File: config.mk
export PLATFORM = sky130hd
export DESIGN_NAME = occ_channel
export DESIGN_NICKNAME = d
export VERILOG_FILES = /design/src/occ_sync3.v /design/src/occ_edge.v /design/src/occ_channel.v
export VERILOG_INCLUDE_DIRS = /design/src /design/src/src
export SDC_FILE = /design/constraint.sdc
export NUM_CORES = 1
export LEC_CHECK = 0
export BUFFER_PORTS_ARGS = -buffer_cell sky130_fd_sc_hd__buf_2
export CAP_MARGIN = 25
export CORE_AREA = 2 2 90 109
export CTS_BUF_LIST = sky130_fd_sc_hd__clkbuf_4 sky130_fd_sc_hd__clkbuf_8 sky130_fd_sc_hd__clkbuf_16
export CTS_CLUSTER_SIZE = 8
export DETAILED_ROUTE_END_ITERATION = 7
export DIE_AREA = 0 0 92 111
export PLACE_DENSITY = 0.85
export REMOVE_ABC_BUFFERS = 1
export SYNTH_ARGS = -nofsm -noshare
export SYNTH_HDL_FRONTEND = slang
export SYNTH_SLANG_ARGS = --single-unit
export TNS_END_PERCENT = 1
File: constraint.sdc
create_clock -name aclk -period 4.6 [get_ports aclk]
set_input_delay 0 -clock aclk [delete_from_list [all_inputs] [get_ports aclk]]
set_output_delay 0 -clock aclk [all_outputs]
set_load 0.01 [all_outputs]
File: src/occ_map.vh
// Register map, field positions and reset values of the compare channel
`ifndef OCC_MAP_VH
`define OCC_MAP_VH

// ----------------------------------------------------------------------
// Register byte offsets
// ----------------------------------------------------------------------
`define OCC_CTRL_OFS      4'h0
`define OCC_PRI_OFS       4'h4
`define OCC_SEC_OFS       4'h8
`define OCC_STAT_OFS      4'hc
`define OCC_ADDR_W        4

// Offsets for a second page that the channel never reaches: bit 4 of aw_addr_r is always zero
`define OCC_MASK_OFS      4'h0
`define OCC_SYS_OFS       4'h4
`define OCC_PAGE_BIT      4

// ----------------------------------------------------------------------
// Control register fields
// ----------------------------------------------------------------------
`define OCC_MODE_MSB      2
`define OCC_MODE_LSB      0
`define OCC_TSEL_BIT      3
`define OCC_FLT_BIT       4
`define OCC_IDLE_BIT      13
`define OCC_CTRL_RST      16'h0000
`define OCC_CTRL_WMASK    16'h200f

// ----------------------------------------------------------------------
// Modes
// ----------------------------------------------------------------------
`define OCC_M_OFF         3'h0
`define OCC_M_SET_HI      3'h1
`define OCC_M_SET_LO      3'h2
`define OCC_M_TOGGLE      3'h3
`define OCC_M_ONE_PULSE   3'h4
`define OCC_M_CONT_PULSE  3'h5
`define OCC_M_PWM         3'h6
`define OCC_M_PWM_FLT     3'h7

// ----------------------------------------------------------------------
// Interrupt status bits
// ----------------------------------------------------------------------
`define OCC_IRQ_RISE      0
`define OCC_IRQ_FALL      1
`define OCC_IRQ_FAULT     2
`define OCC_IRQ_W         3

// AXI responses
`define OCC_RESP_OKAY     2'h0
`define OCC_RESP_SLVERR   2'h2

`endif

File: src/occ_sync3.v
// Three-stage synchroniser with agreement filter for a pin input
module occ_sync3 (
  input  wire aclk,
  input  wire aresetn,
  input  wire din,
  output reg  dout
);

  reg s1_r;
  reg s2_r;
  reg s3_r;

  // Reset to the idle high level of the low-active fault pin
  always @(posedge aclk) begin
    if (!aresetn) begin
      s1_r <= 1'b1;
      s2_r <= 1'b1;
      s3_r <= 1'b1;
      dout <= 1'b1;
    end else begin
      s1_r <= din;
      s2_r <= s1_r;
      s3_r <= s2_r;
      if (s2_r == s3_r) begin
        dout <= s3_r;
      end
    end
  end

endmodule // occ_sync3

File: src/occ_edge.v
// Rising and falling edge detector of a same-domain level
module occ_edge (
  input  wire aclk,
  input  wire aresetn,
  input  wire lvl,
  output wire rise,
  output wire fall
);

  reg prev_r;

  always @(posedge aclk) begin
    if (!aresetn) begin
      prev_r <= 1'b0;
    end else begin
      prev_r <= lvl;
    end
  end

  assign rise = lvl & ~prev_r;
  assign fall = ~lvl & prev_r;

endmodule // occ_edge

File: src/occ_channel.v
// Output compare channel with AXI4-Lite register slave
`include "occ_map.vh"

module occ_channel (
  input  wire        aclk,
  input  wire        aresetn,
  input  wire [3:0]  s_axi_awaddr,
  input  wire        s_axi_awvalid,
  output reg         s_axi_awready,
  input  wire [31:0] s_axi_wdata,
  input  wire [3:0]  s_axi_wstrb,
  input  wire        s_axi_wvalid,
  output reg         s_axi_wready,
  output reg  [1:0]  s_axi_bresp,
  output reg         s_axi_bvalid,
  input  wire        s_axi_bready,
  input  wire [3:0]  s_axi_araddr,
  input  wire        s_axi_arvalid,
  output reg         s_axi_arready,
  output reg  [31:0] s_axi_rdata,
  output reg  [1:0]  s_axi_rresp,
  output reg         s_axi_rvalid,
  input  wire        s_axi_rready,
  input  wire [15:0] timebase_two,
  input  wire [15:0] timebase_three,
  input  wire        cpu_idle,
  input  wire        fault_input_a,
  output reg         compare_output_pin,
  output reg         compare_output_en,
  output reg         irq
);

  // --------------------------------------------------------------------
  // Registers
  // --------------------------------------------------------------------
  reg  [15:0] ctrl_r;
  reg  [15:0] pri_r;
  reg  [15:0] sec_r;
  reg  [2:0]  stat_r;
  reg  [2:0]  mask_r;
  reg  [4:0]  aw_addr_r;
  reg  [31:0] wdata_r;
  reg  [3:0]  wstrb_r;
  reg         aw_have_r;
  reg         w_have_r;
  reg         out_r;
  reg         flt_r;
  reg         done_r;
  reg  [2:0]  mode_prev_r;

  wire [2:0]  mode = ctrl_r[`OCC_MODE_MSB:`OCC_MODE_LSB];
  wire        halted = ctrl_r[`OCC_IDLE_BIT] & cpu_idle;
  wire [15:0] tmr = ctrl_r[`OCC_TSEL_BIT] ? timebase_three
                                           : timebase_two;
  wire        pri_hit = (tmr == pri_r) & ~halted;
  wire        sec_hit = (tmr == sec_r) & ~halted;
  wire        entry = (mode != mode_prev_r);
  wire        pri_nz = (pri_r != 16'h0000);

  // --------------------------------------------------------------------
  // Fault pin synchroniser and edges
  // --------------------------------------------------------------------
  wire flt_s;
  wire flt_fall;
  wire out_rise;
  wire out_fall;

  occ_sync3 u_flt_sync (
    .aclk    (aclk),
    .aresetn (aresetn),
    .din     (fault_input_a),
    .dout    (flt_s)
  );

  occ_edge u_flt_edge (
    .aclk    (aclk),
    .aresetn (aresetn),
    .lvl     (flt_s),
    .rise    (),
    .fall    (flt_fall)
  );

  occ_edge u_out_edge (
    .aclk    (aclk),
    .aresetn (aresetn),
    .lvl     (out_r),
    .rise    (out_rise),
    .fall    (out_fall)
  );

  // --------------------------------------------------------------------
  // Output waveform
  // --------------------------------------------------------------------
  reg out_nxt;
  reg done_nxt;

  always @* begin
    out_nxt  = out_r;
    done_nxt = done_r;
    case (mode)
      `OCC_M_OFF: begin
        out_nxt  = 1'b0;
        done_nxt = 1'b0;
      end
      `OCC_M_SET_HI: begin
        if (entry) begin
          out_nxt = 1'b0;
        end else if (pri_hit) begin
          out_nxt = 1'b1;
        end
      end
      `OCC_M_SET_LO: begin
        if (entry) begin
          out_nxt = 1'b1;
        end else if (pri_hit) begin
          out_nxt = 1'b0;
        end
      end
      `OCC_M_TOGGLE: begin
        if (!entry && pri_hit) begin
          out_nxt = ~out_r;
        end
      end
      `OCC_M_ONE_PULSE: begin
        if (entry) begin
          out_nxt  = 1'b0;
          done_nxt = 1'b0;
        end else if (!done_r && pri_hit && !out_r) begin
          out_nxt = 1'b1;
        end else if (out_r && sec_hit) begin
          out_nxt  = 1'b0;
          done_nxt = 1'b1;
        end
      end
      `OCC_M_CONT_PULSE: begin
        if (entry) begin
          out_nxt = 1'b0;
        end else if (pri_hit && !out_r) begin
          out_nxt = 1'b1;
        end else if (sec_hit && out_r) begin
          out_nxt = 1'b0;
        end
      end
      `OCC_M_PWM, `OCC_M_PWM_FLT: begin
        if (entry) begin
          out_nxt = pri_nz;
        end else if (mode == `OCC_M_PWM_FLT && flt_r) begin
          out_nxt = 1'b0;
        end else if (halted) begin
          out_nxt = out_r;
        end else if (tmr == 16'h0000) begin
          out_nxt = pri_nz;
        end else if (pri_hit) begin
          out_nxt = 1'b0;
        end
      end
      default: begin
        out_nxt = out_r;
      end
    endcase
  end

  always @(posedge aclk) begin
    if (!aresetn) begin
      out_r              <= 1'b0;
      done_r             <= 1'b0;
      mode_prev_r        <= `OCC_M_OFF;
      flt_r              <= 1'b0;
      compare_output_pin <= 1'b0;
      compare_output_en  <= 1'b0;
    end else begin
      out_r              <= out_nxt;
      done_r             <= done_nxt;
      mode_prev_r        <= mode;
      compare_output_pin <= out_nxt;
      compare_output_en  <= (mode != `OCC_M_OFF);
      // Fault held until fault input released or mode left
      if (mode != `OCC_M_PWM_FLT) begin
        flt_r <= 1'b0;
      end else if (!flt_s) begin
        flt_r <= 1'b1;
      end else if (!entry) begin
        flt_r <= 1'b0;
      end
    end
  end

  // --------------------------------------------------------------------
  // Interrupt events
  // --------------------------------------------------------------------
  reg [2:0] ev;

  always @* begin
    ev = 3'h0;
    case (mode)
      `OCC_M_TOGGLE: begin
        ev[`OCC_IRQ_RISE] = out_rise;
        ev[`OCC_IRQ_FALL] = out_fall;
      end
      `OCC_M_ONE_PULSE, `OCC_M_CONT_PULSE: begin
        ev[`OCC_IRQ_FALL] = out_fall;
      end
      `OCC_M_PWM_FLT: begin
        ev[`OCC_IRQ_FAULT] = flt_fall;
      end
      default: begin
        ev = 3'h0;
      end
    endcase
  end

  // --------------------------------------------------------------------
  // AXI4-Lite write path
  // --------------------------------------------------------------------
  wire aw_take = s_axi_awvalid & s_axi_awready;
  wire w_take  = s_axi_wvalid & s_axi_wready;
  wire do_wr   = aw_have_r & w_have_r & ~s_axi_bvalid;
  wire [15:0] wd16 = {wstrb_r[1] ? wdata_r[15:8] : 8'h00,
                      wstrb_r[0] ? wdata_r[7:0] : 8'h00};
  wire [15:0] wm16 = {{8{wstrb_r[1]}}, {8{wstrb_r[0]}}};
  wire        pg   = aw_addr_r[`OCC_PAGE_BIT];
  wire [3:0]  wofs = aw_addr_r[3:0];
  wire        wr_stat = do_wr & ~pg & (wofs == `OCC_STAT_OFS) & wstrb_r[0];

  always @(posedge aclk) begin
    if (!aresetn) begin
      s_axi_awready <= 1'b1;
      s_axi_wready  <= 1'b1;
      s_axi_bvalid  <= 1'b0;
      s_axi_bresp   <= `OCC_RESP_OKAY;
      aw_have_r     <= 1'b0;
      w_have_r      <= 1'b0;
      aw_addr_r     <= 5'h00;
      wdata_r       <= 32'h00000000;
      wstrb_r       <= 4'h0;
      ctrl_r        <= `OCC_CTRL_RST;
      pri_r         <= 16'h0000;
      sec_r         <= 16'h0000;
      mask_r        <= 3'h0;
    end else begin
      if (aw_take) begin
        aw_addr_r     <= {1'b0, s_axi_awaddr};
        aw_have_r     <= 1'b1;
        s_axi_awready <= 1'b0;
      end
      if (w_take) begin
        wdata_r      <= s_axi_wdata;
        wstrb_r      <= s_axi_wstrb;
        w_have_r     <= 1'b1;
        s_axi_wready <= 1'b0;
      end
      if (do_wr) begin
        aw_have_r    <= 1'b0;
        w_have_r     <= 1'b0;
        s_axi_bvalid <= 1'b1;
        s_axi_bresp  <= `OCC_RESP_OKAY;
        // Timebase should be stopped by software first
        case (wofs)
          `OCC_CTRL_OFS: ctrl_r <= (ctrl_r & ~(wm16 & `OCC_CTRL_WMASK)) |
                                   (wd16 & `OCC_CTRL_WMASK);
          `OCC_PRI_OFS:  pri_r <= (pri_r & ~wm16) | wd16;
          `OCC_SEC_OFS:  sec_r <= (sec_r & ~wm16) | wd16;
          `OCC_STAT_OFS: begin
            if (wstrb_r[0]) begin
              mask_r <= wdata_r[6:4];
            end
          end
          default: s_axi_bresp <= `OCC_RESP_SLVERR;
        endcase
      end
      if (s_axi_bvalid && s_axi_bready) begin
        s_axi_bvalid  <= 1'b0;
        s_axi_awready <= 1'b1;
        s_axi_wready  <= 1'b1;
      end
    end
  end

  // --------------------------------------------------------------------
  // Sticky status, write one to clear, set wins
  // --------------------------------------------------------------------
  always @(posedge aclk) begin
    if (!aresetn) begin
      stat_r <= 3'h0;
      irq    <= 1'b0;
    end else begin
      stat_r <= (stat_r & ~(wr_stat ? wdata_r[2:0] : 3'h0)) | ev;
      irq    <= |(stat_r & mask_r);
    end
  end

  // --------------------------------------------------------------------
  // AXI4-Lite read path
  // --------------------------------------------------------------------
  reg [15:0] ctrl_rd;

  always @* begin
    ctrl_rd = ctrl_r & `OCC_CTRL_WMASK;
    ctrl_rd[`OCC_FLT_BIT] = flt_r;
  end

  always @(posedge aclk) begin
    if (!aresetn) begin
      s_axi_arready <= 1'b1;
      s_axi_rvalid  <= 1'b0;
      s_axi_rdata   <= 32'h00000000;
      s_axi_rresp   <= `OCC_RESP_OKAY;
    end else begin
      if (s_axi_arvalid && s_axi_arready) begin
        s_axi_arready <= 1'b0;
        s_axi_rvalid  <= 1'b1;
        s_axi_rresp   <= `OCC_RESP_OKAY;
        case (s_axi_araddr)
          `OCC_CTRL_OFS: s_axi_rdata <= {16'h0000, ctrl_rd};
          `OCC_PRI_OFS:  s_axi_rdata <= {16'h0000, pri_r};
          `OCC_SEC_OFS:  s_axi_rdata <= {16'h0000, sec_r};
          `OCC_STAT_OFS: s_axi_rdata <= {25'h0000000, mask_r, 1'b0,
                                         stat_r};
          default: begin
            s_axi_rdata <= 32'h00000000;
            s_axi_rresp <= `OCC_RESP_SLVERR;
          end
        endcase
      end
      if (s_axi_rvalid && s_axi_rready) begin
        s_axi_rvalid  <= 1'b0;
        s_axi_arready <= 1'b1;
      end
    end
  end

endmodule // occ_channel

==> run metrics, run 1 <==
met3 wire len=~670 um; Max-Cap Viols=0; Max clock buf depth=2; initial antenna violation count=0; CP Max Fanout=19; FF+latch count, synth=104; register area=0.00208 mm2; met2 WL=6340 um; peak supply drop=0.169 mV; final setup TNS=0 ps; number of flops mapped to enable cells by yosys=0; Max Clock Skew=6.31 ps; Die X=92 um; Worst Setup Path Type=reg -> reg; CP endpoint=out_r$_SDFFE_PN0P_; Pwr Density=304 mW/mm2; DR vias=about 4300; Area Growth Syn to Fin=21.3%; worst slew pin tran=787 ps; Slew Limit Fails=0; GP Congestion=roughly 0.94; Ant. Diodes=0; row cnt=39; number of remaining DRC errors=0; first-pass GRT wire length=between 20000 and 25000 um; core footprint=0.00927 mm2; leading area contributor after synthesis=dfxtp_1; Synth Warn #=0; unrepaired setup endpoints after global routing=false; CTS sink count=104; total iterations of the first detailed-routing run=4; CTS tree=done; Cells after DPL=about 740; Final Hold Fails=0; I/O Buffers=92; clk_lat worst skew=340 ps; initial core utilization=55.1%; FFs w/ async S/R, synth=0%; H-tree lvl count=3; # IOs=approximately 130; chip height=111 um; Syn Std Cell Area=0.00511 mm2; Antenna Nets Post-Route=0; sequential share of the synthesized area=about two fifths; Root Driver=clkbuf_16; post-route clock period utilization=a little under two thirds; Mapped Cells=549; FMAX=0.340 GHz; status=completed; main flop type after synthesis=dfxtp_1; WHS Path Cells=2; M1 wire length=5140 um; Worst slew margin=47.5%; Vias/cell=approximately 5.5; reg2reg end=out_r$_SDFFE_PN0P_; Avg Cell Area, Syn=around 9.3 um2; gr ovfl total=0; final WL=12500 um; Die ar.=0.0102 mm2; Final Critical Period=slightly below 3000 ps; Worst Path Arrival=3170 ps; Synth cell types=45; Synth top area share=~40%; WP data required=4830 ps; top cells by count, synth=104 x dfxtp_1, 68 x nand2_1, 61 x nor2b_1, 52 x mux2i_1, 27 x a21boi_0; fin nets=743; Critical Path Start Type=flip-flop; register clock-pin slew on the reported worst setup and hold paths=70 ps; drt first-iter violations=275; FILL cells=720; CP endpoint kind=flip-flop; multi-input logic area=~0.0028 mm2; count of endpoints failing setup in the final report=0; Leak=2.66 nW; largest net degree at the start of global routing=80; Worst R2R Path Depth=8; gr usage total=25.0%; layout cells sized above 1=18.6%; Final Non-Filler Cells=785; HPWL after detailed placement=9100 um; most numerous cell in the Yosys netlist=dfxtp_1; number of global-route vias before repair=approximately 4400; worst hold path type=in -> reg; top cells by area, synth=dfxtp_1 41%, mux2i_1 10%, nor2b_1 7.5%; cts bufs inserted=9; Highest Signal Layer=met4; wire per inst=16.0 um; reg-to-reg slack, setup=1660 ps
==> worst max-delay path, cell delays in order (launching register included) <==
cell	delay [ps]
dfxtp_1	540
buf_16	220
mux2i_1	420
xnor2_1	120
nor3_1	210
nand4_1	230
o311ai_0	650
a21oi_1	190
a41o_1	240
==> layout by cell type, fill, tap and decap left out, drive strengths merged, types with 3 or more instances in the layout <==
cell type / Yosys / layout
dfxtp: 104 / 104
xnor2: 22 / 22
a31oi: 3 / 3
a22o: 10 / 10
nor3: 6 / 6
nand2b: 5 / 5
nor4: 17 / 17
conb: 1 / 18
o21ai: 9 / 9
nor2: 10 / 10
a21oi: 8 / 8
a21boi: 27 / 27
inv: 7 / 7
and4: 3 / 3
and2: 7 / 7
clkbuf: 25 / 13
nand4: 8 / 8
buf: 21 / 95
dlygate4sd3: 0 / 32
nand3: 16 / 16
xor2: 13 / 13
mux4: 4 / 4
nand2: 68 / 68
a22oi: 16 / 16
mux2i: 57 / 57
nand3b: 3 / 3
nor2b: 61 / 61
==> routing by layer <==
metal,vias to the layer above,global-route usage (%)
li1,2110,-
met1,2023,28.7
met2,158,44.9
met3,42,4.28
met4,0,11.4
met5,-,0
==> cells by family after synthesis <==
group	synth area share (%)
other	0.0734
buffers and inverters	5.71
and+or+nand+nor	22.0
DFF	40.8
muxes	13.7
AOI/OAI and AO/OA	11.7
xor gates and xnor gates	6.00
==> cell type report <==
| cell class | count | area share (%) |
|---|---|---|
| timing repair buffer | 127 | 13.3 |
| clock buffer | 13 | 4.42 |
| inverter | 7 | 0.424 |
| multi-input combinational | 409 | 45.2 |
| sequential | 104 | 33.6 |
| clock inverter | 2 | 0.606 |
| tap | 123 | 2.48 |
==> how the worst min path moves through the flow <==
stage,start,to
after detailed placement,fault_input_a,u_flt_sync.s1_r$_SDFF_PN1_
final,aresetn,done_r$_SDFFE_PN0P_
after global placement,fault_input_a,u_flt_sync.s1_r$_SDFF_PN1_
after global routing,aresetn,done_r$_SDFFE_PN0P_
after floorplan,aresetn,s_axi_arready$_SDFFE_PP1P_
after CTS,aresetn,done_r$_SDFFE_PN0P_
==> power breakdown <==
part / leakage (nW) / internal, mW / switching [mW]
Combinational: 1.66 / 0.0812 / 0.0862
Sequential: 0.844 / 0.919 / 0.0170
Clock: 0.151 / 0.470 / 0.312
==> metrics by stage <==
| stage | worst slack, ps | cell area (um2) | power, mW | hold slack [ps] | utilization (%) |
|---|---|---|---|---|---|
| final | 1660 | 6200 | 1.88 | 92.1 | 66.8 |
| after floorplan | 1820 | 4910 | 1.03 | 71.8 | - |
| after global routing | 1660 | 6200 | 1.95 | 107 | 66.8 |
| after global placement | 1340 | 5540 | 1.10 | 182 | 59.7 |
| after CTS | 1790 | 6200 | 1.90 | 94.3 | 66.8 |
| after detailed placement | 1850 | 5560 | 1.10 | 188 | 60.0 |
==> timing repair <==
action	CTS	global route
setup endpoints to repair	0	0
hold buffers	32	0
endpoints found under the hold margin	30	0
resized for setup	0	0
setup buffers	0	0
(Power assumes the default switching activity.)
==> run 2, diff against run 1 <==
--- a/config.mk
+++ b/config.mk
@@ -8,12 +8,12 @@
 export LEC_CHECK = 0
 export BUFFER_PORTS_ARGS = -buffer_cell sky130_fd_sc_hd__buf_2
 export CAP_MARGIN = 25
-export CORE_AREA = 2 2 90 109
+export CORE_AREA = 2 2 98 119
 export CTS_BUF_LIST = sky130_fd_sc_hd__clkbuf_4 sky130_fd_sc_hd__clkbuf_8 sky130_fd_sc_hd__clkbuf_16
 export CTS_CLUSTER_SIZE = 8
 export DETAILED_ROUTE_END_ITERATION = 7
-export DIE_AREA = 0 0 92 111
-export PLACE_DENSITY = 0.85
+export DIE_AREA = 0 0 100 121
+export PLACE_DENSITY = 0.76
 export REMOVE_ABC_BUFFERS = 1
 export SYNTH_ARGS = -nofsm -noshare
 export SYNTH_HDL_FRONTEND = slang
==> constraint.sdc (replaced) <==
create_clock -name aclk -period 2.65 [get_ports aclk]
set_input_delay 0 -clock aclk [delete_from_list [all_inputs] [get_ports aclk]]
set_output_delay 0 -clock aclk [all_outputs]
set_load 0.01 [all_outputs]
==> run metrics, run 2 (synthesis results as in run 1) <==
HPWL after detailed placement=9650 um; Worst Setup Path Type=reg -> reg; Finished Core Util=roughly three fifths; largest net degree at the start of global routing=45; status=completed; peak supply drop=0.283 mV; worst hold path type=in -> reg; final setup TNS=0 ps; hold_ws=172 ps; number of remaining DRC errors=0; commonest non-fill, non-tap cell in the layout=dfxtp_1; met1 Track Usage GR=a little over a quarter; chip height=about 120 um; Worst Path Arrival=approximately 2800 ps; post-route clock period utilization=between 90% and 100%; Seq pwr share=49.5%; reg2reg end=out_r$_SDFFE_PN0P_; row cnt=42; Worst R2R Path Depth=9; cts bufs inserted=9; post-CTS setup buffers=0; WHS Path Cells=3; H-tree lvl count=3; Leak=2.73 nW; Area Growth Syn to Fin=24.7%; # IOs=129; Clock power frac=41.1%; Antenna Nets Post-Route=0; fin nets=758; CTS sink count=~100; FMAX=0.399 GHz; Final Hold Fails=0; reg-to-reg slack, setup=140 ps; HP Start=aresetn; gr busiest metal=met2; met3 usage=between 3 and 4%; I/O Buffers=92; Comb pwr share=9.5%; FILL cells=931; wire per inst=between 15 and 20 um; register area=0.00208 mm2; Pwr Density=515 mW/mm2; Max Clock Skew=11.7 ps; clk_lat worst skew=350 ps; Buffers & Inverters on Critical Path=2; register clock-pin slew on the reported worst setup and hold paths=70 ps; Max-Cap Viols=0; Vias/cell=5.29; Final Critical Period=2510 ps; Slowest-stage cell, CP=or4_1; CP max stage delay=approximately 520 ps; Die X=around 100 um; most frequent cells in the layout=103 x dfxtp_1, 92 x buf_2, 68 x nand2_1, 61 x nor2b_1, 48 x mux2i_1; layout cells sized above 1=21.1%; Switching Share=between 20% and 30%; DP Worst Slack=approximately 72 ps; CP endpoint kind=flip-flop; core footprint=approximately 0.011 mm2; grt met2 use=37.2%; internal power=2.53 mW; Worst slew margin=49.2%; Slew Limit Fails=0; gr usage total=between 20 and 25%; gr ovfl total=0; P_sw=about 0.75 mW; Crit path max-delay family=simple AND/OR/NAND/NOR gates; drt first-iter violations=217; Critical Path Start Type=flip-flop; count of endpoints failing setup in the final report=0; first-pass GRT wire length=20300 um; multi-input logic area=0.00285 mm2; GP Congestion=0.941; hold path endpoint=aw_have_r$_SDFFE_PP0P_; unrepaired setup endpoints after global routing=false; worst-path cell chain=buf_12, mux2i_1, buf_4, xnor2_1, nor3_1, nand4_1, o21ba_1, or4_1, a41o_1; Ant. Diodes=0; PnR worst setup slack=between 100 and 150 ps; initial antenna violation count=0; initial core utilization=46.7%; Die ar.=0.0121 mm2; total iterations of the first detailed-routing run=4; CTS tree=done; final WL=roughly 13000 um; DR vias=approximately 4300; CP Max Fanout=15; WP data required=a little under 3000 ps; Max clock buf depth=2; total power=around 3.3 mW; Root Driver=clkbuf_16; number of global-route vias before repair=4135; worst slew pin tran=~760 ps
-- run 2: layout make-up --
type,instances,area share (%)
multi-input combinational,409,44.7
sequential,104,32.7
timing repair buffer,142,14.8
clock buffer,11,3.97
tap,132,2.59
clock inverter,4,0.806
inverter,7,0.413
-- run 2: power by group through the flow --
stage                     Sequential (mW)  Clock (mW)  Combinational, mW
after floorplan                      1.65           0              0.131
after global placement               1.66           0              0.261
after detailed placement             1.66           0              0.265
after CTS                            1.62        1.37              0.305
after global routing                 1.63        1.44              0.343
final                                1.62        1.35              0.311
-- run 2: worst max-delay path by stage --
stage | cells past startpoint | slack (ps) | from | end
after detailed placement | 8 | 70 | flip-flop | out_r$_SDFFE_PN0P_
after CTS | 8 | 50 | flip-flop | out_r$_SDFFE_PN0P_
after global routing | 8 | 10 | flip-flop | out_r$_SDFFE_PN0P_
after floorplan | 7 | -130 | flip-flop | out_r$_SDFFE_PN0P_
after global placement | 8 | 90 | flip-flop | out_r$_SDFFE_PN0P_
final | 9 | 140 | flip-flop | out_r$_SDFFE_PN0P_
-- run 2: layer usage --
layer / vias up / share of wire (%)
met5: - / 0
met4: 0 / 2.3
met3: 21 / 4.2
met2: 125 / 49
met1: 1991 / 44
li1: 2141 / -
-- run 2: through the flow --
step | std cells | instance area [um2]
6_report | 809 | 6370
5_1_grt | 809 | 6370
4_1_cts | 809 | 6320
3_5_place_dp | 761 | 5690
3_3_place_gp | 761 | 5690
2_1_floorplan | 520 | 4910
-- run 2: worst min-delay path, stage by stage --
cell and delay, ps:
buf_2 280, nand2_1 150, nor2_1 40
-- run 2: what timing repair did --
item	4_1_cts	5_1_grt
hold buffers	33	0
endpoints found under the setup margin	0	1
endpoints found under the hold margin	30	0
resized for setup	0	9
